`src/cdd_defines.vh`:
```
`ifndef CDD_DEFINES_VH
`define CDD_DEFINES_VH

// register indices; byte address is four times the index
`define CDD_IDX_CH0_CNT   12'h190
`define CDD_IDX_CH0_BYP   12'h191
`define CDD_IDX_CH0_RC    12'h192
`define CDD_IDX_CH1_CNT   12'h196
`define CDD_IDX_CH1_BYP   12'h197
`define CDD_IDX_CH1_RC    12'h198
`define CDD_IDX_PRESC     12'h1E0
`define CDD_IDX_SRCSEL    12'h1E1
`define CDD_IDX_STATUS    12'h1F0

// byte addresses on the bus
`define CDD_ADDR_CH0_CNT  14'h0640
`define CDD_ADDR_CH0_BYP  14'h0644
`define CDD_ADDR_CH0_RC   14'h0648
`define CDD_ADDR_CH1_CNT  14'h0658
`define CDD_ADDR_CH1_BYP  14'h065C
`define CDD_ADDR_CH1_RC   14'h0660
`define CDD_ADDR_PRESC    14'h0780
`define CDD_ADDR_SRCSEL   14'h0784
`define CDD_ADDR_STATUS   14'h07C0

// field positions
`define CDD_LOW_MSB       7
`define CDD_LOW_LSB       4
`define CDD_HIGH_MSB      3
`define CDD_HIGH_LSB      0
`define CDD_BYP_BIT       7
`define CDD_ROUTE_BIT     1
`define CDD_CORRECTION_DISABLE_BIT    0
`define CDD_PRESC_MSB     2
`define CDD_SRC_MSB       1

// source select encodings
`define CDD_SRC_EXT_PRE   2'h0
`define CDD_SRC_EXT_RAW   2'h1
`define CDD_SRC_OSC_PRE   2'h2
`define CDD_SRC_ILLEGAL   2'h3

// reset values
`define CDD_RST_CNT       8'h00
`define CDD_RST_BYP       8'h00
`define CDD_RST_RC        8'h00
`define CDD_RST_PRESC     8'h02
`define CDD_RST_SRCSEL    8'h02

// axi responses
`define CDD_RESP_OKAY     2'h0
`define CDD_RESP_SLVERR   2'h2

`endif

```
`src/cdd_clock_dist.v`:
```
// Functional notes
// - select 00 is external input via prescaler, 10 is oscillator via prescaler
// - select 01 is external input without prescaler; 11 illegal, true outputs held low, complements high
// - channel direct-route bit sends prescaler input to that channel's output pair
// - total division is prescaler ratio times channel division
// - prescaler divides by 2 to 6 from a three-bit field
// - channel divider divides 2 to 32; divide by one only by bypass
// - bypass passes input undivided and parks the divider counter
// - count register: low count upper nibble, high count lower nibble
// - output high N+1 input cycles, low M+1, period N+M+2
// - divider counts whichever clock reaches its input
// - correction on after reset; per-channel disable bit turns it off
// - correction off: duty is (N+1)/(N+M+2)
// - correction restores 50 percent duty at divider output
// - direct oscillator gives 50 percent; direct external keeps its own duty
// - raw external source with bypass passes input unchanged
`timescale 1ns/1ps
`default_nettype none
`include "cdd_defines.vh"

module cdd_clock_dist (
  input  wire        aclk,          // system clock, 40 MHz
  input  wire        aresetn,       // synchronous reset, active low
  input  wire [13:0] s_axi_awaddr,  // write address
  input  wire        s_axi_awvalid, // write address valid
  output reg         s_axi_awready, // write address ready
  input  wire [31:0] s_axi_wdata,   // write data
  input  wire [3:0]  s_axi_wstrb,   // write byte enables
  input  wire        s_axi_wvalid,  // write data valid
  output reg         s_axi_wready,  // write data ready
  output reg  [1:0]  s_axi_bresp,   // write response
  output reg         s_axi_bvalid,  // write response valid
  input  wire        s_axi_bready,  // write response ready
  input  wire [13:0] s_axi_araddr,  // read address
  input  wire        s_axi_arvalid, // read address valid
  output reg         s_axi_arready, // read address ready
  output reg  [31:0] s_axi_rdata,   // read data
  output reg  [1:0]  s_axi_rresp,   // read response
  output reg         s_axi_rvalid,  // read data valid
  input  wire        s_axi_rready,  // read data ready
  input  wire        osc_in,        // internal oscillator level
  input  wire        ext_clk_in,    // external clock input level
  output reg         hs_output_a,   // channel 0 true
  output reg         hs_output_b,   // channel 0 complement
  output reg         hs_output_c,   // channel 1 true
  output reg         hs_output_d    // channel 1 complement
);

  // ==========================================================
  // register decode
  // ==========================================================
  localparam [3:0] SEL_NONE = 4'hF;

  // decode shared by read and write paths
  function [3:0] cdd_dec;
    input [13:0] addr;
    begin
      if (addr == `CDD_ADDR_CH0_CNT) cdd_dec = 4'h0;
      else if (addr == `CDD_ADDR_CH0_BYP) cdd_dec = 4'h1;
      else if (addr == `CDD_ADDR_CH0_RC) cdd_dec = 4'h2;
      else if (addr == `CDD_ADDR_CH1_CNT) cdd_dec = 4'h3;
      else if (addr == `CDD_ADDR_CH1_BYP) cdd_dec = 4'h4;
      else if (addr == `CDD_ADDR_CH1_RC) cdd_dec = 4'h5;
      else if (addr == `CDD_ADDR_PRESC) cdd_dec = 4'h6;
      else if (addr == `CDD_ADDR_SRCSEL) cdd_dec = 4'h7;
      else if (addr == `CDD_ADDR_STATUS) cdd_dec = 4'h8;
      else cdd_dec = SEL_NONE;
    end
  endfunction

  reg  [7:0]  cnt_q [0:1];
  reg  [7:0]  byp_q [0:1];
  reg  [7:0]  rc_q  [0:1];
  reg  [7:0]  presc_q;
  reg  [7:0]  srcsel_q;
  reg  [13:0] aw_addr_q;
  reg         aw_have_q;
  reg  [31:0] w_data_q;
  reg         w_strb0_q;
  reg         w_have_q;
  wire        wr_fire;
  wire [3:0]  wr_sel;
  reg  [4:0]  status_w;
  wire [1:0]  ch_out;
  reg         presc_out_q;
  reg         div_in_q;
  reg         illegal_q;

  assign wr_fire = aw_have_q && w_have_q && !s_axi_bvalid;
  assign wr_sel  = cdd_dec(aw_addr_q);

  // ==========================================================
  // axi write channel
  // ==========================================================
  // address and data are taken in either order; one write in flight
  always @(posedge aclk) begin
    if (!aresetn) begin
      s_axi_awready <= 1'b0;
      s_axi_wready  <= 1'b0;
      s_axi_bvalid  <= 1'b0;
      s_axi_bresp   <= `CDD_RESP_OKAY;
      aw_addr_q     <= 14'h0000;
      aw_have_q     <= 1'b0;
      w_data_q      <= 32'h00000000;
      w_strb0_q     <= 1'b0;
      w_have_q      <= 1'b0;
    end else begin
      if (s_axi_awvalid && s_axi_awready) begin
        aw_addr_q     <= s_axi_awaddr;
        aw_have_q     <= 1'b1;
        s_axi_awready <= 1'b0;
      end else if (!aw_have_q && !s_axi_bvalid) begin
        s_axi_awready <= 1'b1;
      end
      if (s_axi_wvalid && s_axi_wready) begin
        w_data_q     <= s_axi_wdata;
        w_strb0_q    <= s_axi_wstrb[0];
        w_have_q     <= 1'b1;
        s_axi_wready <= 1'b0;
      end else if (!w_have_q && !s_axi_bvalid) begin
        s_axi_wready <= 1'b1;
      end
      if (wr_fire) begin
        aw_have_q    <= 1'b0;
        w_have_q     <= 1'b0;
        s_axi_bvalid <= 1'b1;
        s_axi_bresp  <= (wr_sel == SEL_NONE) ? `CDD_RESP_SLVERR : `CDD_RESP_OKAY;
      end else if (s_axi_bvalid && s_axi_bready) begin
        s_axi_bvalid <= 1'b0;
      end
    end
  end

  // setup registers; only the low byte lane carries data
  always @(posedge aclk) begin
    if (!aresetn) begin
      cnt_q[0] <= `CDD_RST_CNT;
      cnt_q[1] <= `CDD_RST_CNT;
      byp_q[0] <= `CDD_RST_BYP;
      byp_q[1] <= `CDD_RST_BYP;
      rc_q[0]  <= `CDD_RST_RC;
      rc_q[1]  <= `CDD_RST_RC;
      presc_q  <= `CDD_RST_PRESC;
      srcsel_q <= `CDD_RST_SRCSEL;
    end else if (wr_fire && w_strb0_q) begin
      if (wr_sel == 4'h0) cnt_q[0] <= w_data_q[7:0];
      else if (wr_sel == 4'h1) byp_q[0] <= w_data_q[7:0];
      else if (wr_sel == 4'h2) rc_q[0] <= w_data_q[7:0];
      else if (wr_sel == 4'h3) cnt_q[1] <= w_data_q[7:0];
      else if (wr_sel == 4'h4) byp_q[1] <= w_data_q[7:0];
      else if (wr_sel == 4'h5) rc_q[1] <= w_data_q[7:0];
      else if (wr_sel == 4'h6) presc_q <= {5'h00, w_data_q[2:0]};
      else if (wr_sel == 4'h7) srcsel_q <= {6'h00, w_data_q[1:0]};
    end
  end

  // ==========================================================
  // axi read channel
  // ==========================================================
  always @* begin
    status_w = {illegal_q, ch_out, presc_out_q, div_in_q};
  end

  // answer lands one cycle after the address is taken
  always @(posedge aclk) begin
    if (!aresetn) begin
      s_axi_arready <= 1'b0;
      s_axi_rvalid  <= 1'b0;
      s_axi_rdata   <= 32'h00000000;
      s_axi_rresp   <= `CDD_RESP_OKAY;
    end else begin
      if (s_axi_arvalid && s_axi_arready) begin
        s_axi_arready <= 1'b0;
        s_axi_rvalid  <= 1'b1;
        s_axi_rresp   <= `CDD_RESP_OKAY;
        case (cdd_dec(s_axi_araddr))
          4'h0: s_axi_rdata <= {24'h000000, cnt_q[0]};
          4'h1: s_axi_rdata <= {24'h000000, byp_q[0]};
          4'h2: s_axi_rdata <= {24'h000000, rc_q[0]};
          4'h3: s_axi_rdata <= {24'h000000, cnt_q[1]};
          4'h4: s_axi_rdata <= {24'h000000, byp_q[1]};
          4'h5: s_axi_rdata <= {24'h000000, rc_q[1]};
          4'h6: s_axi_rdata <= {24'h000000, presc_q};
          4'h7: s_axi_rdata <= {24'h000000, srcsel_q};
          4'h8: s_axi_rdata <= {27'h0000000, status_w};
          default: begin
            s_axi_rdata <= 32'h00000000;
            s_axi_rresp <= `CDD_RESP_SLVERR;
          end
        endcase
      end else if (s_axi_rvalid && s_axi_rready) begin
        s_axi_rvalid <= 1'b0;
      end else if (!s_axi_rvalid) begin
        s_axi_arready <= 1'b1;
      end
    end
  end

  // ==========================================================
  // source synchronisers and selection
  // ==========================================================
  // clocks arrive as sampled levels; three stages so edge logic never sees stage one
  reg  [2:0] osc_sync_q;
  reg  [2:0] ext_sync_q;
  wire [1:0] sel;
  wire       src_lvl;
  wire       src_prev;
  wire       src_edge;
  wire       src_rise;
  wire       div_in_w;
  wire       div_edge;
  wire       div_rise;

  always @(posedge aclk) begin
    if (!aresetn) begin
      osc_sync_q <= 3'h0;
      ext_sync_q <= 3'h0;
    end else begin
      osc_sync_q <= {osc_sync_q[1:0], osc_in};
      ext_sync_q <= {ext_sync_q[1:0], ext_clk_in};
    end
  end

  assign sel      = srcsel_q[`CDD_SRC_MSB:0];
  // prescaler input: oscillator for 10, external clock otherwise
  assign src_lvl  = (sel == `CDD_SRC_OSC_PRE) ? osc_sync_q[1] : ext_sync_q[1];
  assign src_prev = (sel == `CDD_SRC_OSC_PRE) ? osc_sync_q[2] : ext_sync_q[2];
  assign src_edge = src_lvl ^ src_prev;
  assign src_rise = src_lvl & ~src_prev;

  // ==========================================================
  // prescaler
  // ==========================================================
  // counts half periods so odd ratios still give a 50 percent output
  reg  [2:0] ratio_w;
  reg  [3:0] pcnt_q;
  reg        prun_q;
  wire [3:0] pend;

  always @* begin
    ratio_w = presc_q[`CDD_PRESC_MSB:0];
    if (ratio_w < 3'h2 || ratio_w > 3'h6) ratio_w = 3'h2;
  end

  assign pend = {ratio_w, 1'b0} - 4'h1;

  always @(posedge aclk) begin
    if (!aresetn) begin
      pcnt_q      <= 4'h0;
      prun_q      <= 1'b0;
      presc_out_q <= 1'b0;
    end else if (sel == `CDD_SRC_EXT_RAW || sel == `CDD_SRC_ILLEGAL) begin
      pcnt_q      <= 4'h0;
      prun_q      <= 1'b0;
      presc_out_q <= 1'b0;
    end else if (!prun_q) begin
      if (src_rise) begin
        prun_q      <= 1'b1;
        pcnt_q      <= 4'h0;
        presc_out_q <= 1'b1;
      end
    end else if (src_edge) begin
      // high for ratio half periods of each pair, period is ratio cycles
      if (pcnt_q >= pend) begin
        pcnt_q      <= 4'h0;
        presc_out_q <= 1'b1;
      end else begin
        pcnt_q      <= pcnt_q + 4'h1;
        presc_out_q <= ((pcnt_q + 4'h1) < {1'b0, ratio_w});
      end
    end
  end

  // divider input: prescaler output or raw external clock
  assign div_in_w = (sel == `CDD_SRC_EXT_RAW) ? ext_sync_q[2] : presc_out_q;

  always @(posedge aclk) begin
    if (!aresetn) begin
      div_in_q  <= 1'b0;
      illegal_q <= 1'b0;
    end else begin
      div_in_q  <= div_in_w;
      illegal_q <= (sel == `CDD_SRC_ILLEGAL);
    end
  end

  assign div_edge = div_in_w ^ div_in_q;
  assign div_rise = div_in_w & ~div_in_q;

  // ==========================================================
  // channel dividers
  // ==========================================================
  genvar g;
  generate
    for (g = 0; g < 2; g = g + 1) begin : g_ch
      wire [3:0] n_w;
      wire [3:0] m_w;
      wire [5:0] d_w;
      wire [6:0] hi_w;
      wire [6:0] end_w;
      wire       dcc_w;
      reg  [6:0] hcnt_q;
      reg        run_q;
      reg        cnt_out_q;
      reg        out_q;

      assign n_w   = cnt_q[g][`CDD_HIGH_MSB:`CDD_HIGH_LSB];
      assign m_w   = cnt_q[g][`CDD_LOW_MSB:`CDD_LOW_LSB];
      assign d_w   = {2'h0, n_w} + {2'h0, m_w} + 6'h02;
      assign dcc_w = ~rc_q[g][`CDD_CORRECTION_DISABLE_BIT];
      // correction holds high for d half periods; otherwise n+1 full cycles
      assign hi_w  = dcc_w ? {1'b0, d_w}
                           : ({2'h0, n_w, 1'b0} + 7'h02);
      assign end_w = {d_w, 1'b0} - 7'h01;

      // bypass parks the counter, standing in for the powered-down divider
      always @(posedge aclk) begin
        if (!aresetn) begin
          hcnt_q    <= 7'h00;
          run_q     <= 1'b0;
          cnt_out_q <= 1'b0;
        end else if (byp_q[g][`CDD_BYP_BIT] || illegal_q) begin
          hcnt_q    <= 7'h00;
          run_q     <= 1'b0;
          cnt_out_q <= 1'b0;
        end else if (!run_q) begin
          if (div_rise) begin
            run_q     <= 1'b1;
            hcnt_q    <= 7'h00;
            cnt_out_q <= 1'b1;
          end
        end else if (div_edge) begin
          if (hcnt_q >= end_w) begin
            hcnt_q    <= 7'h00;
            cnt_out_q <= 1'b1;
          end else begin
            hcnt_q    <= hcnt_q + 7'h01;
            cnt_out_q <= ((hcnt_q + 7'h01) < hi_w);
          end
        end
      end

      // output mux: direct route, bypass, or divided clock; illegal source holds low
      always @(posedge aclk) begin
        if (!aresetn) begin
          out_q <= 1'b0;
        end else if (illegal_q) begin
          out_q <= 1'b0;
        end else if (rc_q[g][`CDD_ROUTE_BIT]) begin
          out_q <= src_prev;
        end else if (byp_q[g][`CDD_BYP_BIT]) begin
          out_q <= div_in_q;
        end else begin
          out_q <= cnt_out_q;
        end
      end

      assign ch_out[g] = out_q;
    end
  endgenerate

  // ==========================================================
  // output pairs
  // ==========================================================
  // one more stage so each pin leaves a flip-flop with its complement aligned
  always @(posedge aclk) begin
    if (!aresetn) begin
      hs_output_a <= 1'b0;
      hs_output_b <= 1'b1;
      hs_output_c <= 1'b0;
      hs_output_d <= 1'b1;
    end else begin
      hs_output_a <= ch_out[0];
      hs_output_b <= ~ch_out[0];
      hs_output_c <= ch_out[1];
      hs_output_d <= ~ch_out[1];
    end
  end

endmodule // cdd_clock_dist
`default_nettype wire

```
`config.mk`:
```
export PLATFORM = sky130hd
export DESIGN_NAME = cdd_clock_dist
export DESIGN_NICKNAME = d
export VERILOG_FILES = /design/src/cdd_clock_dist.v
export VERILOG_INCLUDE_DIRS = /design/src
export SDC_FILE = /design/constraint.sdc
export NUM_CORES = 1
export LEC_CHECK = 0
export ABC_AREA = 1
export ABC_CLOCK_PERIOD_IN_PS = 3100
export BUFFER_PORTS_ARGS = -buffer_cell sky130_fd_sc_hd__buf_2
export CORE_MARGIN = 2
export CORE_UTILIZATION = 35
export DETAILED_ROUTE_END_ITERATION = 10
export SYNTH_ARGS = -nofsm -noshare
export SYNTH_HDL_FRONTEND = slang
export SYNTH_SLANG_ARGS = --single-unit
```
`constraint.sdc`:
```
create_clock -name aclk -period 3.1 [get_ports aclk]
set_input_delay 0 -clock aclk [delete_from_list [all_inputs] [get_ports aclk]]
set_output_delay 0 -clock aclk [all_outputs]
set_load 0.01 [all_outputs]
```
; Word-level counts from Yosys, hierarchy flattened
; Memory sizes are Yosys's and may differ from the RTL's.
; Cells that the tools add are included.
[op_classes]
addsub = 12
order_cmp = 8
eq_ne = 40
mux = 110
bitwise_logic = 24
n_reduce_logical = 39
[ops]
columns = op, n
row1 = "equality test 14 x 11 -> 1 bit, second input constant", 18
row2 = 2-to-1 mux 4 bit, 22
row3 = case mux 8 bit (9 select lines), 1
row4 = 2-to-1 mux 1 bit, 67
row5 = 2-to-1 mux 7 bit, 7
row6 = 2-to-1 mux 8 bit, 6
row7 = "equality test 4 x 3 -> 1 bit, second input constant", 8
row8 = "adder 5 x 2 -> 6 bit, second input constant", 4
row9 = "equality test 4 x 2 -> 1 bit, second input constant", 4
row10 = OR reduction 2 bit, 8
row11 = "adder 7 x 1 -> 7 bit, second input constant", 2
row12 = >= comparator 7 bit, 2
row13 = less-than comparator 7 x 6 -> 1 bit, 2
row14 = NOT 1 bit, 14
row15 = "subtractor 7 x 1 -> 7 bit, second input constant", 2
row16 = 2-to-1 mux 6 bit, 2
row17 = adder 4 x 4 -> 5 bit, 2
row18 = logical AND 1 bit, 10
row19 = nonzero test 2 bit, 5
row20 = 2-to-1 mux 3 bit, 3
row21 = AND reduction 9 bit, 1
row22 = OR reduction 9 bit, 1
row23 = "equality test 4 x 1 -> 1 bit, second input constant", 2
row24 = "equality test 4 bit, second input constant", 2
row25 = other kinds (18), 38
[totals]
regBits = 109
mem_bits_rw = 48
inputBits = 73
wordCells = 270
n_memories = 3
[memory_table]
columns = name, depth, word_bits, rd, rd_clocked_by_memory_dff, write_ports, line_no
row1 = byp_q, 2, 8, 2, 0, 2, cdd_clock_dist.v:72  ; reg [7:0] byp_q [0:1];
row2 = cnt_q, 2, 8, 2, 0, 2, cdd_clock_dist.v:71  ; reg [7:0] cnt_q [0:1];
row3 = rc_q, 2, 8, 2, 0, 2, cdd_clock_dist.v:73  ; reg [7:0] rc_q [0:1];

; Longest topological paths before layout
; Gate-level depths: netlist of run 1.
[depth]
word_depth = 21
depth_mapped = 19
ltp_nobuf = 19

; Least setup slack after synthesis of run 1
; OpenSTA, ideal clock, no wires.
[synth_timing]
path_type = reg2reg
startpoint = memory cnt_q[0][1]
endpoint = register g_ch[0].cnt_out_q
setup_ns = 0.114
arrival_time_ns = 2.812
slack_ns = 0.173
path_stages_with_launch = 19
synth_period_minus_slack_ns = 2.927
cell_sequence = edfxtp_1 > inv_1 > ha_1 > inv_1 > ha_1 > fa_1 > inv_1 > nand3_1 > nor2_1 > nand2_1 > xor2_1 > ha_1 > nand2_1 > inv_1 > nand4_1 > o211a_1 > nand3_1 > o21ai_1 > inv_1
[synth_lines]
columns = item, line_no
row1 = "start, declared", cdd_clock_dist.v:71
row2 = "end signal, assigned", cdd_clock_dist.v:338  ; cnt_out_q <= ((hcnt_q + 7'h01) < hi_w);
row3 = "end, declared", cdd_clock_dist.v:304  ; reg cnt_out_q;

==> results by stage, run 1 <==
Run status:
- The flow ran to the end, and the final reports show no timing, DRC or antenna violations.

Setup path:
- The critical path goes through inv_2 -> ha_4 -> inv_2 -> ha_4 -> fa_1 -> inv_2 -> nand3_2 -> nor2_1 -> nand2_1 -> xor2_1 -> ha_1 -> a21oi_1 -> o211a_4 -> nand3_2 -> a21oi_2.
- At the worst endpoint, the required time is 3.45 ns.
- The worst register-to-register path begins at cnt_q[0][9].
- Across all register-to-register paths, the minimum setup slack is 0.15 ns.
- The cell seen most often among critical-path stages is sky130_fd_sc_hd__inv_2.
- The class of the most critical setup path is reg -> reg.
- The critical-path maximum fanout is 8.
- The worst setup path is launched from a flop.
- The worst setup path is captured at a flop.
- The cell type group with the largest total delay on the critical path is adder cells.
- The endpoint of the worst-slack reg-to-reg timing path is g_ch[1].hcnt_q[6].
- The number of cells on the worst reg-to-reg path is 15.
- The worst stage delay on the critical path is 0.48 ns.
- At the worst endpoint, the arrival time is 3.29 ns.
- Together, buffers and inverters on the worst path number 3.
- The slowest cell on the critical path is sky130_fd_sc_hd__fa_1.

Drt:
- Once detail routing completed, the nets flagged for antenna violations numbered 0.
- The DRC violation count after routing is 0.
- After detailed routing, the average wire length per cell comes to 13.04 um.
- For this run, the detailed router's first-pass iteration total came to 6.
- The starting DRC count in detailed routing is 251.
- The total wire length after detailed routing is 17.49 mm.
- Dividing the detail-routed via count by the number of cells gives 4.698.
- Detailed routing inserted a total of 6305 vias.

Global route:
- The overall overflow remaining after global route is 0.
- The wire length of the first global-routing pass is 28.68 mm.
- The initial antenna violation count is 0.
- Across every metal layer, demand over resource in global routing totals 16.18%.
- Entering global routing, the biggest net connects 28 pins.
- The number of global-route vias before repair is 6007.

CTS:
- The clock passes through at most 2 buffers.
- The clock-pin slew on the worst setup and hold paths is 0.06 ns.
- The number of clock sinks seen by CTS is 131.
- The cell sitting at the root of the clock tree is a sky130_fd_sc_hd__clkbuf_16.
- TritonCTS built the clock tree.
- The clock insertion delay at the later pin of the skew report is 0.42 ns.
- The total clock buffers created by CTS is 17.
- The clock tree synthesis step divided the H-tree into 4 levels.

Floorplan:
- 118 I/O pins were placed.
- Measured along the y axis, the die boundary spans 150.0 um.
- The die area is 22510 um2.
- Once the floorplan was initialized, standard cells occupied 35.62% of the core.
- The x dimension of the die is 150.0 um.
- The total number of placement rows is 53.
- The core outline area is 20960 um2.

Placed design:
- Routability-driven placement finished with a final weighted congestion of 0.8190.
- Once placement completed, the tool counted placed cells totaling 1272.
- In this run the cell area measured after placement is 8089 um2.
- After legalization and detailed placement, the total HPWL measured 13.51 mm.
- The number of buffers inserted by port buffering is 64.

Logic synthesis:
- The synthesized netlist devotes 10.80% of its cell area to compound gates.
- The leading register cell type out of synthesis is sky130_fd_sc_hd__dfxtp_1.
- Of the synthesized area, sequential elements account for 41.58%.
- The synthesized instance count is 931.
- The largest family of logic cells by synthesized area is simple AND/OR/NAND/NOR gates.
- Summing the areas of all xor and xnor instances in the mapped netlist gives 2.934% of the synthesized area.
- The count of warnings emitted by yosys is 0.
- The synthesized netlist devotes 9.086% of its cell area to adder and majority cells.
- In this run the mean area of a mapped cell was 8.017 um2.
- The fraction of synthesized area in multiplexers is 0.2850%.
- The basic-gate share of the synthesized area counting and, or, nand and nor cells is 26.10%.
- The number of unique standard cell types used by synthesis is 42.
- The number of synthesized register bits is 131.
- After synthesis the cells add up to 7463 um2.
- The synthesized design contains 48 enable-type register cells.
- After synthesis, the share of flip-flops with an asynchronous set or reset is 0%.

Pwr:
- The static leakage power is 0.004093 uW.
- Power spread over the standard cell area amounts to 459.4 nW/um2.
- The maximum VDD drop is 0.3862 mV.

Final layout:
- The repair_antennas step left the layout with diodes totalling 0.
- For this run, the number of standard cells in the final layout without fillers is 1342.
- The area added between synthesis and finish is 22.41%.
- The library cell used most frequently in the layout, excluding fill and tap cells, is sky130_fd_sc_hd__nand2_1.
- The net count of the finished layout is 1180.
- The finished layout cell area is 9136 um2.
- The top cell types in the final layout, fill and taps aside, are sky130_fd_sc_hd__nand2_1, sky130_fd_sc_hd__inv_1, sky130_fd_sc_hd__dfxtp_1, sky130_fd_sc_hd__nor2_1, sky130_fd_sc_hd__a21oi_1.
- The fraction of final layout cells sized beyond drive strength 1 is 19.78%.

Flow run:
- The max-cap check violation count is 0.

Min path:
- The hold path depth is 4.
- The startpoint of the lowest-slack hold path is s_axi_arvalid.
- The capture endpoint of the worst hold path is s_axi_rdata[0].
- The path class of the lowest-slack min-delay path is in -> reg.

STA:
- The maximum clock skew at final layout is 0.008932 ns.
- The shortest period the worst path allows is 2.948 ns.
- On the final layout, the worst hold slack is 0.08766 ns.
- The achievable frequency is 339.2 MHz.
- After routing, the total negative slack on setup checks comes to 0 ns.
- Setup repair after global routing could not meet its margin everywhere.
- The final-report max-slew violation count is 0.
- The final setup violation count is 0.
- For the pin with the worst max-slew slack, the measured transition is 0.7219 ns.
- The final-report hold violation count is 0.
- Of the available clock period, the critical path in the final layout requires 95.09%.
- The tightest slew margin relative to the limit is 51.43%.
state kept, by name, summed over array words and instances (netlist names), 3 cells and up:
signal,flops
aw_addr_q,14
byp_q,16
cnt_q,16
ext_sync_q,3
g_ch.hcnt_q,14
osc_sync_q,3
pcnt_q,4
presc_q,3
rc_q,16
s_axi_rdata,8
w_data_q,8
cell usage after synthesis, types with 2 or more instances:
cell type | instances | share of area, %
sky130_fd_sc_hd__o21ai_0 | 59 | 4.0
sky130_fd_sc_hd__inv_1 | 105 | 5.3
sky130_fd_sc_hd__nand3b_1 | 8 | 0.80
sky130_fd_sc_hd__o211ai_1 | 3 | 0.30
sky130_fd_sc_hd__nor4_1 | 3 | 0.25
sky130_fd_sc_hd__clkinv_1 | 2 | 0.10
sky130_fd_sc_hd__o21ai_1 | 2 | 0.13
sky130_fd_sc_hd__a21oi_2 | 2 | 0.23
sky130_fd_sc_hd__nand2_2 | 8 | 0.67
sky130_fd_sc_hd__nor3_1 | 7 | 0.47
sky130_fd_sc_hd__nand4_2 | 4 | 0.67
sky130_fd_sc_hd__edfxtp_1 | 48 | 19
sky130_fd_sc_hd__nor3_2 | 4 | 0.54
sky130_fd_sc_hd__nand3_2 | 7 | 0.94
sky130_fd_sc_hd__nand2_1 | 183 | 9.2
sky130_fd_sc_hd__xnor2_1 | 5 | 0.59
sky130_fd_sc_hd__xor2_1 | 20 | 2.3
sky130_fd_sc_hd__nand4_1 | 6 | 0.50
sky130_fd_sc_hd__o211a_1 | 2 | 0.27
sky130_fd_sc_hd__dfxtp_1 | 83 | 22
sky130_fd_sc_hd__nand3_1 | 69 | 4.6
sky130_fd_sc_hd__a211oi_1 | 3 | 0.30
sky130_fd_sc_hd__nor2_1 | 84 | 4.2
sky130_fd_sc_hd__nor2_2 | 18 | 1.5
sky130_fd_sc_hd__a21oi_1 | 79 | 5.3
sky130_fd_sc_hd__inv_2 | 10 | 0.50
sky130_fd_sc_hd__clkbuf_1 | 10 | 0.50
sky130_fd_sc_hd__nor2_4 | 6 | 0.91
sky130_fd_sc_hd__buf_4 | 27 | 2.7
sky130_fd_sc_hd__ha_1 | 51 | 8.5
sky130_fd_sc_hd__fa_1 | 2 | 0.54
routing by layer:
layer  up-vias  GRT usage (%)  routed length (um)
met5         -              0                   0
met2       120          26.78                8227
met4         0          5.802                 337
li1       3288              -                   -
met3        23          3.201                 709
met1      2874          20.98                8218
timing repair:
item | CTS | global route
hold buffers | 31 | 0
endpoints found under the hold margin | 29 | 0
setup buffers | 0 | 7
gates resized for setup | 2 | 33
setup endpoints to repair | 1 | 16
pin swaps | 0 | 19
worst min-delay path: cells and delay by family:
| kind | cells | cell delay (ns) |
|---|---|---|
| buffers and inverters | 1 | 0.07 |
| AND/OR/NAND/NOR | 2 | 0.33 |
| AO/OA/AOI/OAI | 1 | 0.05 |
where the power goes:
part           leakage, uW  switching, uW  internal, uW
Sequential         0.00117           37.4          1840
Clock             0.000268            745          1120
Combinational      0.00265            276           176
Total              0.00409           1060          3140
area by class of cell:
class                      instances  area (um2)
sequential                       131        3103
inverter                         117       439.2
multi-input combinational        670        3899
timing repair buffer             117       795.8
clock inverter                    13       112.6
fill                            2099       11820
clock buffer                      19       442.9
tap                              275       344.1
worst max path at each step:
stage / from / endpoint / slack [ns] / cells after the start
detailed placement: cnt_q[0][1] / g_ch[0].cnt_out_q / -0.03 / 18
global placement: cnt_q[0][1] / g_ch[0].cnt_out_q / 0.02 / 18
finish: cnt_q[0][9] / g_ch[1].hcnt_q[6] / 0.15 / 15
CTS: cnt_q[0][9] / g_ch[1].cnt_out_q / 0.009 / 18
global route: cnt_q[0][5] / g_ch[0].cnt_out_q / -0.04 / 18
floorplan: cnt_q[0][1] / g_ch[0].cnt_out_q / 0.17 / 18
per-stage QoR:
step / total power (uW) / utilization (%) / setup WS, ns
after floorplan: 2198 / - / 0.1732
after global placement: 2303 / 38.60 / 0.02105
after detailed placement: 2310 / 38.60 / -0.02973
after CTS: 4212 / 42.77 / 0.008984
after global routing: 4396 / 43.60 / -0.04244
final: 4197 / 43.60 / 0.1521
kinds of logic (layout without fill, tap and decap cells):
family	Yosys count	in the layout
multiplexers	2	2
flip-flops	131	131
AO/OA/AOI/OAI	153	153
AND/OR/NAND/NOR	411	411
buffers and inverters	155	266
other	1	26
adder cells (fa/ha/maj)	53	53
XOR/XNOR	25	25
(Power assumes the default switching activity.)
==> run 2, diff against run 1 <==
--- a/config.mk
+++ b/config.mk
@@ -11,6 +11,7 @@
 export BUFFER_PORTS_ARGS = -buffer_cell sky130_fd_sc_hd__buf_2
 export CORE_MARGIN = 2
 export CORE_UTILIZATION = 35
+export CTS_BUF_LIST = sky130_fd_sc_hd__clkbuf_4 sky130_fd_sc_hd__clkbuf_8
 export DETAILED_ROUTE_END_ITERATION = 10
 export SYNTH_ARGS = -nofsm -noshare
 export SYNTH_HDL_FRONTEND = slang
==> run 2 against run 1 <==
Sequential power is essentially flat; global-route usage grew 0.052 points; power shrank 12%; critical path type unchanged; highest routed layer unchanged; via count grew 1.4%; design area shrank 0.56%; sequential share of layout area grew 0.19 points; routed wire length grew 1.4%; worst setup slack lost 0.0049 ns; first-iteration DRC count grew 2.4%; critical path depth is the same.
==> results by stage, run 2 (synthesis results as in run 1) <==
Drt:
- The total wire length after detailed routing is 17.74 mm.
- The detailed-routing iteration count for the pre-antenna-repair pass is 7.
- After detailed routing, the average wire length per cell comes to 13.08 um.
- The starting DRC count in detailed routing is 257.
- The final route contains 6391 vias.
- The count of nets left with antenna violations once routing finished came out at 0.
- The via density per instance is 4.713.
- The DRC violation count after routing is 0.

Floorplan:
- The die is 150.0 um tall.
- The initial core utilization is 35.62%.
- The die area is 22510 um2.
- The core outline area is 20960 um2.
- During I/O placement, the number of pins put on the boundary was 118.
- In this run the core area contains 53 standard-cell rows.
- The floorplan step set the die width to 150.0 um.

Final layout:
- The repair_antennas step left the layout with diodes totalling 0.
- Leaving out fill and tap cells, the most frequent cells in the layout are sky130_fd_sc_hd__nand2_1, sky130_fd_sc_hd__inv_1, sky130_fd_sc_hd__dfxtp_1, sky130_fd_sc_hd__nor2_1, sky130_fd_sc_hd__a21oi_1.
- The fraction of final layout cells sized beyond drive strength 1 is 19.52%.
- The net count of the finished layout is 1194.
- In the final layout, the registers with the most flip-flops are byp_q: 16 flops, cnt_q: 16 flops, rc_q: 16 flops.
- Relative to the synthesized area, the layout overhead comes to 21.73%.
- The number of non-filler instances in the completed layout is 1356.
- The leading cell type in the layout, fill and taps excluded is sky130_fd_sc_hd__nand2_1.

Setup path:
- For the worst setup path, the data required time is 3.47 ns.
- For this design, the slowest cell found on the critical path is sky130_fd_sc_hd__fa_1.
- The worst setup path is of the reg -> reg kind.
- Traced cell by cell, the critical path runs through inv_2 -> ha_4 -> inv_2 -> ha_4 -> fa_1 -> inv_2 -> nand3_2 -> nor2_1 -> nand2_1 -> xor2_1 -> ha_1 -> a21oi_1 -> o211a_4 -> nand3_2 -> a21oi_2.
- The cell seen most often among critical-path stages is sky130_fd_sc_hd__inv_2.
- In this run the critical register-to-register path is launched from cnt_q[0][9].
- In this design, the stage delay of the slowest critical-path cell is 0.48 ns.
- Measured in cells, the most critical reg-to-reg path has a length of 15.
- At the worst endpoint, the arrival time is 3.33 ns.
- The endpoint of the worst-slack reg-to-reg timing path is g_ch[1].hcnt_q[6].
- STA classifies the critical path endpoint as a flop.
- Of all nets on the critical path, the largest fanout is 8.
- In this run the register-to-register setup slack is 0.15 ns.
- The critical path contains buffers and inverters numbering 3 combined.
- STA classifies the critical path startpoint as a flop.
- Among cell families on the critical path, the largest total delay comes from adder cells.

CTS:
- The clock insertion delay at the later pin of the skew report is 0.45 ns.
- The number of levels the H-tree was split into is 4.
- The clock-pin slew on the worst setup and hold paths is 0.08 ns.
- TritonCTS built the clock tree.
- The root buffer cell is sky130_fd_sc_hd__clkbuf_8.
- The clock tree buffer depth is 2.
- For this design, the sink count on the clock tree is 131.
- TritonCTS created 17 clock buffers.

Min path:
- The capture endpoint of the worst hold path is s_axi_rdata[0].
- The path class of the lowest-slack min-delay path is in -> reg.
- In this run the most critical hold path is launched from s_axi_arvalid.
- The hold path depth is 4.

STA:
- The shortest period the worst path allows is 2.953 ns.
- The maximum clock skew at final layout is 0.01204 ns.
- The worst hold margin is 0.06058 ns.
- The final critical path takes up 95.25% of the cycle.
- Setup violations remaining at the end of the flow were counted as 0.
- The final-report max-slew violation count came to 0.
- Setup repair after global routing could not meet its margin everywhere.
- The actual transition at the worst max-transition pin is 0.7214 ns.
- The final-report hold violation count is 0.
- In this run the tightest slew margin relative to its limit is 51.46%.
- Timing would allow up to 338.7 MHz.

Global route:
- The initial antenna violation count is 0.
- Entering global routing, the biggest net connects 28 pins.
- The number of global-route vias before repair is 6091.
- The all-layer global routing usage is 16.24%.
- The overall overflow remaining after global route is 0.
- The first global-routing pass estimated 28.87 mm of wire.

Run status:
- The flow ran to the end, and the final reports show no timing, DRC or antenna violations.

Pwr:
- In this run the power density over the cells is 406.6 nW/um2.
- The static leakage power is 0.004063 uW.
- The maximum VDD drop is 0.2649 mV.

Placed design:
- Routability-driven placement finished with a final weighted congestion of 0.8190.
- The HPWL reported at the end of detailed placement is 13.51 mm.
- The count of buffers added on input and output ports is 64.
- Including well taps, the total number of placed cells is 1272.

Flow run:
- The max-cap check violation count is 0.
[run 2: worst min-delay path, stage by stage]
cell and delay [ns]:
sky130_fd_sc_hd__buf_2 0.07, sky130_fd_sc_hd__nand2_1 0.21, sky130_fd_sc_hd__nand2_1 0.12, sky130_fd_sc_hd__a21oi_1 0.05
[run 2: per-stage QoR]
| stage | setup WS, ns | util, % | instance area [um2] | setup TNS, ns | power (uW) |
|---|---|---|---|---|---|
| final | 0.1473 | 43.35 | 9085 | 0 | 3694 |
| after global routing | -0.04535 | 43.35 | 9085 | -0.1103 | 3873 |
| after CTS | 0.007034 | 42.54 | 8915 | 0 | 3690 |
| after detailed placement | -0.02973 | 38.60 | 8089 | -0.02973 | 2310 |
| after global placement | 0.02105 | 38.60 | 8089 | 0 | 2303 |
| after floorplan | 0.1732 | - | 7557 | 0 | 2198 |
[run 2: layer usage]
metal | vias up | track usage, % | wire, um
met1 | 2925 | 21.00 | 8330
met3 | 23 | 3.232 | 732
met2 | 134 | 26.99 | 8337
li1 | 3309 | - | -
met5 | - | 0 | 0
met4 | 0 | 5.660 | 341
[run 2: area by class of cell]
cell class	count	area, um2
fill	2115	11870
multi-input combinational	670	3895
sequential	131	3103
timing repair buffer	131	935.9
inverter	117	439.2
tap	275	344.1
clock buffer	19	255.2
clock inverter	13	112.6
[run 2: timing repair]
action	in CTS	in global routing
hold buffers	45	0
pin swaps	0	19
gates resized for setup	2	32
endpoints found under the hold margin	33	0
setup buffers	0	7
endpoints found under the setup margin	1	16
[run 2: how the worst max path moves through the flow]
stage / depth (start not counted) / to / slack (ns) / from
detailed placement: 18 / g_ch[0].cnt_out_q / -0.03 / cnt_q[0][1]
floorplan: 18 / g_ch[0].cnt_out_q / 0.17 / cnt_q[0][1]
CTS: 18 / g_ch[1].cnt_out_q / 0.007 / cnt_q[0][9]
global placement: 18 / g_ch[0].cnt_out_q / 0.02 / cnt_q[0][1]
finish: 15 / g_ch[1].hcnt_q[6] / 0.15 / cnt_q[0][9]
global route: 18 / g_ch[0].cnt_out_q / -0.05 / cnt_q[0][5]
[run 2: power by group]
| group | leakage [uW] | switching [uW] | internal (uW) |
|---|---|---|---|
| Clock | 0.000185 | 686 | 659 |
| Sequential | 0.00117 | 37.6 | 1840 |
| Combinational | 0.00271 | 279 | 190 |
| Total | 0.00406 | 1000 | 2690 |
==> run 3, diff against run 2 <==
--- a/config.mk
+++ b/config.mk
@@ -6,8 +6,7 @@
 export SDC_FILE = /design/constraint.sdc
 export NUM_CORES = 1
 export LEC_CHECK = 0
-export ABC_AREA = 1
-export ABC_CLOCK_PERIOD_IN_PS = 3100
+export ABC_CLOCK_PERIOD_IN_PS = 2570
 export BUFFER_PORTS_ARGS = -buffer_cell sky130_fd_sc_hd__buf_2
 export CORE_MARGIN = 2
 export CORE_UTILIZATION = 35
==> constraint.sdc (replaced) <==
create_clock -name aclk -period 2.57 [get_ports aclk]
set_input_delay 0 -clock aclk [delete_from_list [all_inputs] [get_ports aclk]]
set_output_delay 0 -clock aclk [all_outputs]
set_load 0.01 [all_outputs]
==> run 3 against run 2 <==
The run now ends with negative setup slack left; count of clock-buffer cells in the layout increased by 3; critical path depth down 1; die area decreased by 4.5%; register-to-register slack lost 0.84 ns; design area decreased by 2.9%; critical endpoint is now g_ch[0].hcnt_q[2].
==> results by stage, run 3 <==
Run status:
- The flow ran to the end, but the final reports show violations.
- The checks that failed: negative setup slack.

STA:
- In the post-route analysis, the smallest setup slack over all paths is -0.6952 ns.
- The setup TNS is -9.023 ns.
- Setup repair after global routing could not meet its margin everywhere.
- The final-report hold violation count is 0.
- After layout, the minimum clock period comes to 3.265 ns.
- For the pin with the worst max-slew slack, the measured transition is 0.8843 ns.
- The final setup violation count is 16.
- After layout, the worst path uses 127.1% of the clock period.
- On the final layout, the worst clock skew is 0.01305 ns.
- Hold is met by 0.1200 ns.
- Headroom to the max-slew limit came out at 40.40%.
- The final-report max-slew violation count is 0.
- The achievable frequency is 306.3 MHz.

Setup path:
- The worst stage delay on the critical path is 0.45 ns.
- The most numerous cell type found on the critical path is sky130_fd_sc_hd__ha_4.
- Traced cell by cell, the critical path runs through inv_1 -> ha_4 -> inv_2 -> ha_4 -> fa_1 -> or3_4 -> nor3_4 -> xor2_1 -> ha_1 -> a2111o_1 -> a31oi_4 -> a31o_2 -> nand2_1 -> o31ai_1.
- The reg-to-reg critical path startpoint is cnt_q[0][5].
- The endpoint type of the worst setup path is a flop.
- For the worst setup path, the data required time is 2.93 ns.
- The depth of the most critical reg-to-reg path is 14.
- The worst setup slack for register-to-register paths is -0.70 ns.
- The endpoint identified for the worst register-to-register timing path is g_ch[0].hcnt_q[2].
- Among all stages on the critical path, the largest delay is contributed by sky130_fd_sc_hd__fa_1.
- The critical path is of the reg -> reg type.
- The kind of start point of the critical path is a flop.
- The critical-path maximum fanout is 5.
- The critical path data arrival time is 3.62 ns.

Pwr:
- Across the VDD grid, the largest voltage drop is 0.3566 mV.
- In this run, flip-flops and latches consume 51.5% of the power.
- Cell internal power was estimated by the tool at 3270 uW.
- Summed over all nets, the switching power comes to 1138 uW.
- In this run the static leakage power is 0.003653 uW.
- The combinational group share of total power is 12.4%.
- The share of total power dissipated in the clock network is 36.1%.
- The power density over the cells is 499.4 nW/um2.
- Net switching is 25.81% of the power.

CTS:
- The number of clock sinks seen by CTS is 131.
- For the worst-skew pair, the clock arrives at the later sink with an insertion delay of 0.44 ns.
- CTS built an H-tree with a depth of 4.
- The CTS tree is done.
- TritonCTS created 17 clock buffers.
- The root buffer cell is sky130_fd_sc_hd__clkbuf_8.
- The clock-pin slew on the worst setup and hold paths is 0.08 ns.
- No sink is reached through more buffers than the 2 on the longest clock path.

Floorplan:
- The floorplan step set the die height to 146.6 um.
- The core region is 20100 um2.
- The initial core utilization is 35.40%.
- The die is 146.6 um wide.
- The floorplan step defined a die boundary enclosing 21490 um2.
- The total number of placement rows is 52.
- 118 I/O pins were placed.

Min path:
- The worst hold path begins at s_axi_araddr[2].
- The hold path depth is 4.
- The worst hold path terminates at s_axi_rdata[4].
- The path class of the lowest-slack min-delay path is in -> reg.

Logic synthesis:
- The synthesized instance count is 730.
- The number of enable flip-flop cells after synthesis is 48.
- By area the synthesized netlist is led by sky130_fd_sc_hd__dfxtp_1, sky130_fd_sc_hd__edfxtp_1, sky130_fd_sc_hd__ha_1, sky130_fd_sc_hd__nand2_1, sky130_fd_sc_hd__and2_1.
- The part of the Yosys area used for sequential elements is 43.60%.
- The number of synthesized register bits is 131.
- In this run, distinct cell masters in the synthesized netlist total 70.
- The largest total area in the synthesized netlist belongs to sky130_fd_sc_hd__dfxtp_1.
- The share of Yosys cell area claimed by the top area cell type is 23.35%.
- The post-synthesis average cell area is 9.749 um2.
- In the synthesized netlist the dominant register cell turns out to be sky130_fd_sc_hd__dfxtp_1.
- Yosys instantiated no cell more often than sky130_fd_sc_hd__nand2_1.
- Of all flip-flops after synthesis, the portion carrying an async set or reset was 0%.
- By count the netlist is led by sky130_fd_sc_hd__nand2_1, sky130_fd_sc_hd__dfxtp_1, sky130_fd_sc_hd__ha_1.
- Yosys printed 0 warnings.
- After synthesis the cells add up to 7117 um2.

Drt:
- The total wire length after detailed routing is 16.87 mm.
- Across all layers, the routed design uses 5723 vias.
- After detailed routing, the average wire length per cell comes to 14.54 um.
- The first TritonRoute pass finished after 5 iterations.
- After detailed routing, the number of vias per cell comes to 4.934.
- The final antenna-violating net count is 0.
- The DRC violation count after routing is 0.
- The detailed router finished its first iteration with 351 violations.

Global route:
- The number of global-route vias before repair is 5353.
- Entering global routing, the biggest net connects 30 pins.
- The first global-routing pass estimated 27.10 mm of wire.
- The all-layer global routing usage is 15.95%.
- The initial antenna violation count is 0.
- The overall overflow remaining after global route is 0.

Flow run:
- Max-cap violations in this run came to 0.

Final layout:
- The antenna diode instance count is 0.
- After filler insertion, the fill cell instance count of the layout stands at 1935.
- In the layout the commonest cells are sky130_fd_sc_hd__nand2_1, sky130_fd_sc_hd__dfxtp_1, sky130_fd_sc_hd__buf_2, sky130_fd_sc_hd__buf_4.
- For this run, the post-layout net count is 1003.
- In the final layout, the share of cells above drive strength 1 is 20.79%.
- The area added between synthesis and finish is 24.02%.
- In the final layout, the registers with the most flip-flops are byp_q: 16 flops, cnt_q: 16 flops, rc_q: 16 flops.
- The leading cell type in the layout, fill and taps excluded is sky130_fd_sc_hd__nand2_1.
- Once layout is done, the placed cells without fillers occupy 8826 um2.

Placed design:
- After detailed placement, the total cell area comes to 8018 um2.
- The final weighted congestion of routability-driven global placement is 0.7992.
- After legalization and detailed placement, the total HPWL measured 12.86 mm.
- During placement, the flow inserted port buffers numbering 64.
-- run 3: area by class of cell --
| cell class | count | area, um2 | area share, % |
|---|---|---|---|
| multi-input combinational | 541 | 3827 | 43.37 |
| sequential | 131 | 3103 | 35.16 |
| timing repair buffer | 151 | 1069 | 12.11 |
| tap | 270 | 337.8 | 3.828 |
| clock buffer | 22 | 271.5 | 3.076 |
| inverter | 35 | 131.4 | 1.489 |
| clock inverter | 10 | 86.33 | 0.9782 |
-- run 3: per-stage QoR --
stage	util, %	total power [uW]	setup WS (ns)	std cells
after floorplan	-	2646	-0.7023	755
after global placement	39.88	2796	-0.6917	1089
after detailed placement	39.88	2802	-0.7934	1089
after CTS	43.47	4426	-0.7321	1155
after global routing	43.90	4622	-0.8650	1160
final	43.90	4407	-0.6952	1160
-- run 3: metal layers --
metal	wire length [um]	GRT usage, %	share of wire (%)	up-vias
met3	789	3.531	4.7	13
met2	7650	25.82	45	148
met4	192	4.417	1.1	0
li1	-	-	-	2888
met1	8234	21.52	49	2674
met5	0	0	0	-
-- run 3: cells by family after synthesis --
logic type | share of synthesized area, %
and+or+nand+nor | 18.55
AOI/OAI and AO/OA | 15.93
DFF | 43.60
buffers and inverters | 5.925
adders and majority gates | 9.529
xor gates and xnor gates | 3.938
muxes | 2.479
other | 0.05269
-- run 3: worst max-delay path by stage --
| stage | from | endpoint | slack [ns] | depth (start not counted) |
|---|---|---|---|---|
| floorplan | cnt_q[0][1] | g_ch[0].hcnt_q[2] | -0.70 | 13 |
| global placement | cnt_q[0][5] | g_ch[0].hcnt_q[2] | -0.69 | 13 |
| detailed placement | cnt_q[0][5] | g_ch[0].hcnt_q[2] | -0.79 | 13 |
| CTS | cnt_q[0][5] | g_ch[0].hcnt_q[2] | -0.73 | 14 |
| global route | cnt_q[0][1] | g_ch[0].hcnt_q[2] | -0.87 | 14 |
| finish | cnt_q[0][5] | g_ch[0].hcnt_q[2] | -0.70 | 14 |
-- run 3: power by group through the flow --
stage | clock network (uW) | logic [uW] | registers, uW
2_1_floorplan | 0 | 350 | 2300
3_3_place_gp | 0 | 482 | 2310
3_5_place_dp | 0 | 487 | 2320
4_1_cts | 1620 | 534 | 2270
5_1_grt | 1730 | 612 | 2280
6_report | 1590 | 549 | 2270
-- run 3: repair_timing --
| item | in CTS | in global routing |
|---|---|---|
| buffers inserted | 2 | 6 |
| gates resized for setup | 8 | 10 |
| pin swaps | 7 | 6 |
| hold buffers | 32 | 0 |
| endpoints found under the hold margin | 39 | 0 |
| endpoints found under the setup margin | 16 | 16 |
-- run 3: critical path: cells and delay by family (launching register included) --
kind,cells,cell delay [ns]
simple gates,3,0.55
buf+inv,2,0.11
compound gates,4,0.88
flops,1,0.35
xor+xnor,1,0.17
fa+ha+maj,4,1.12
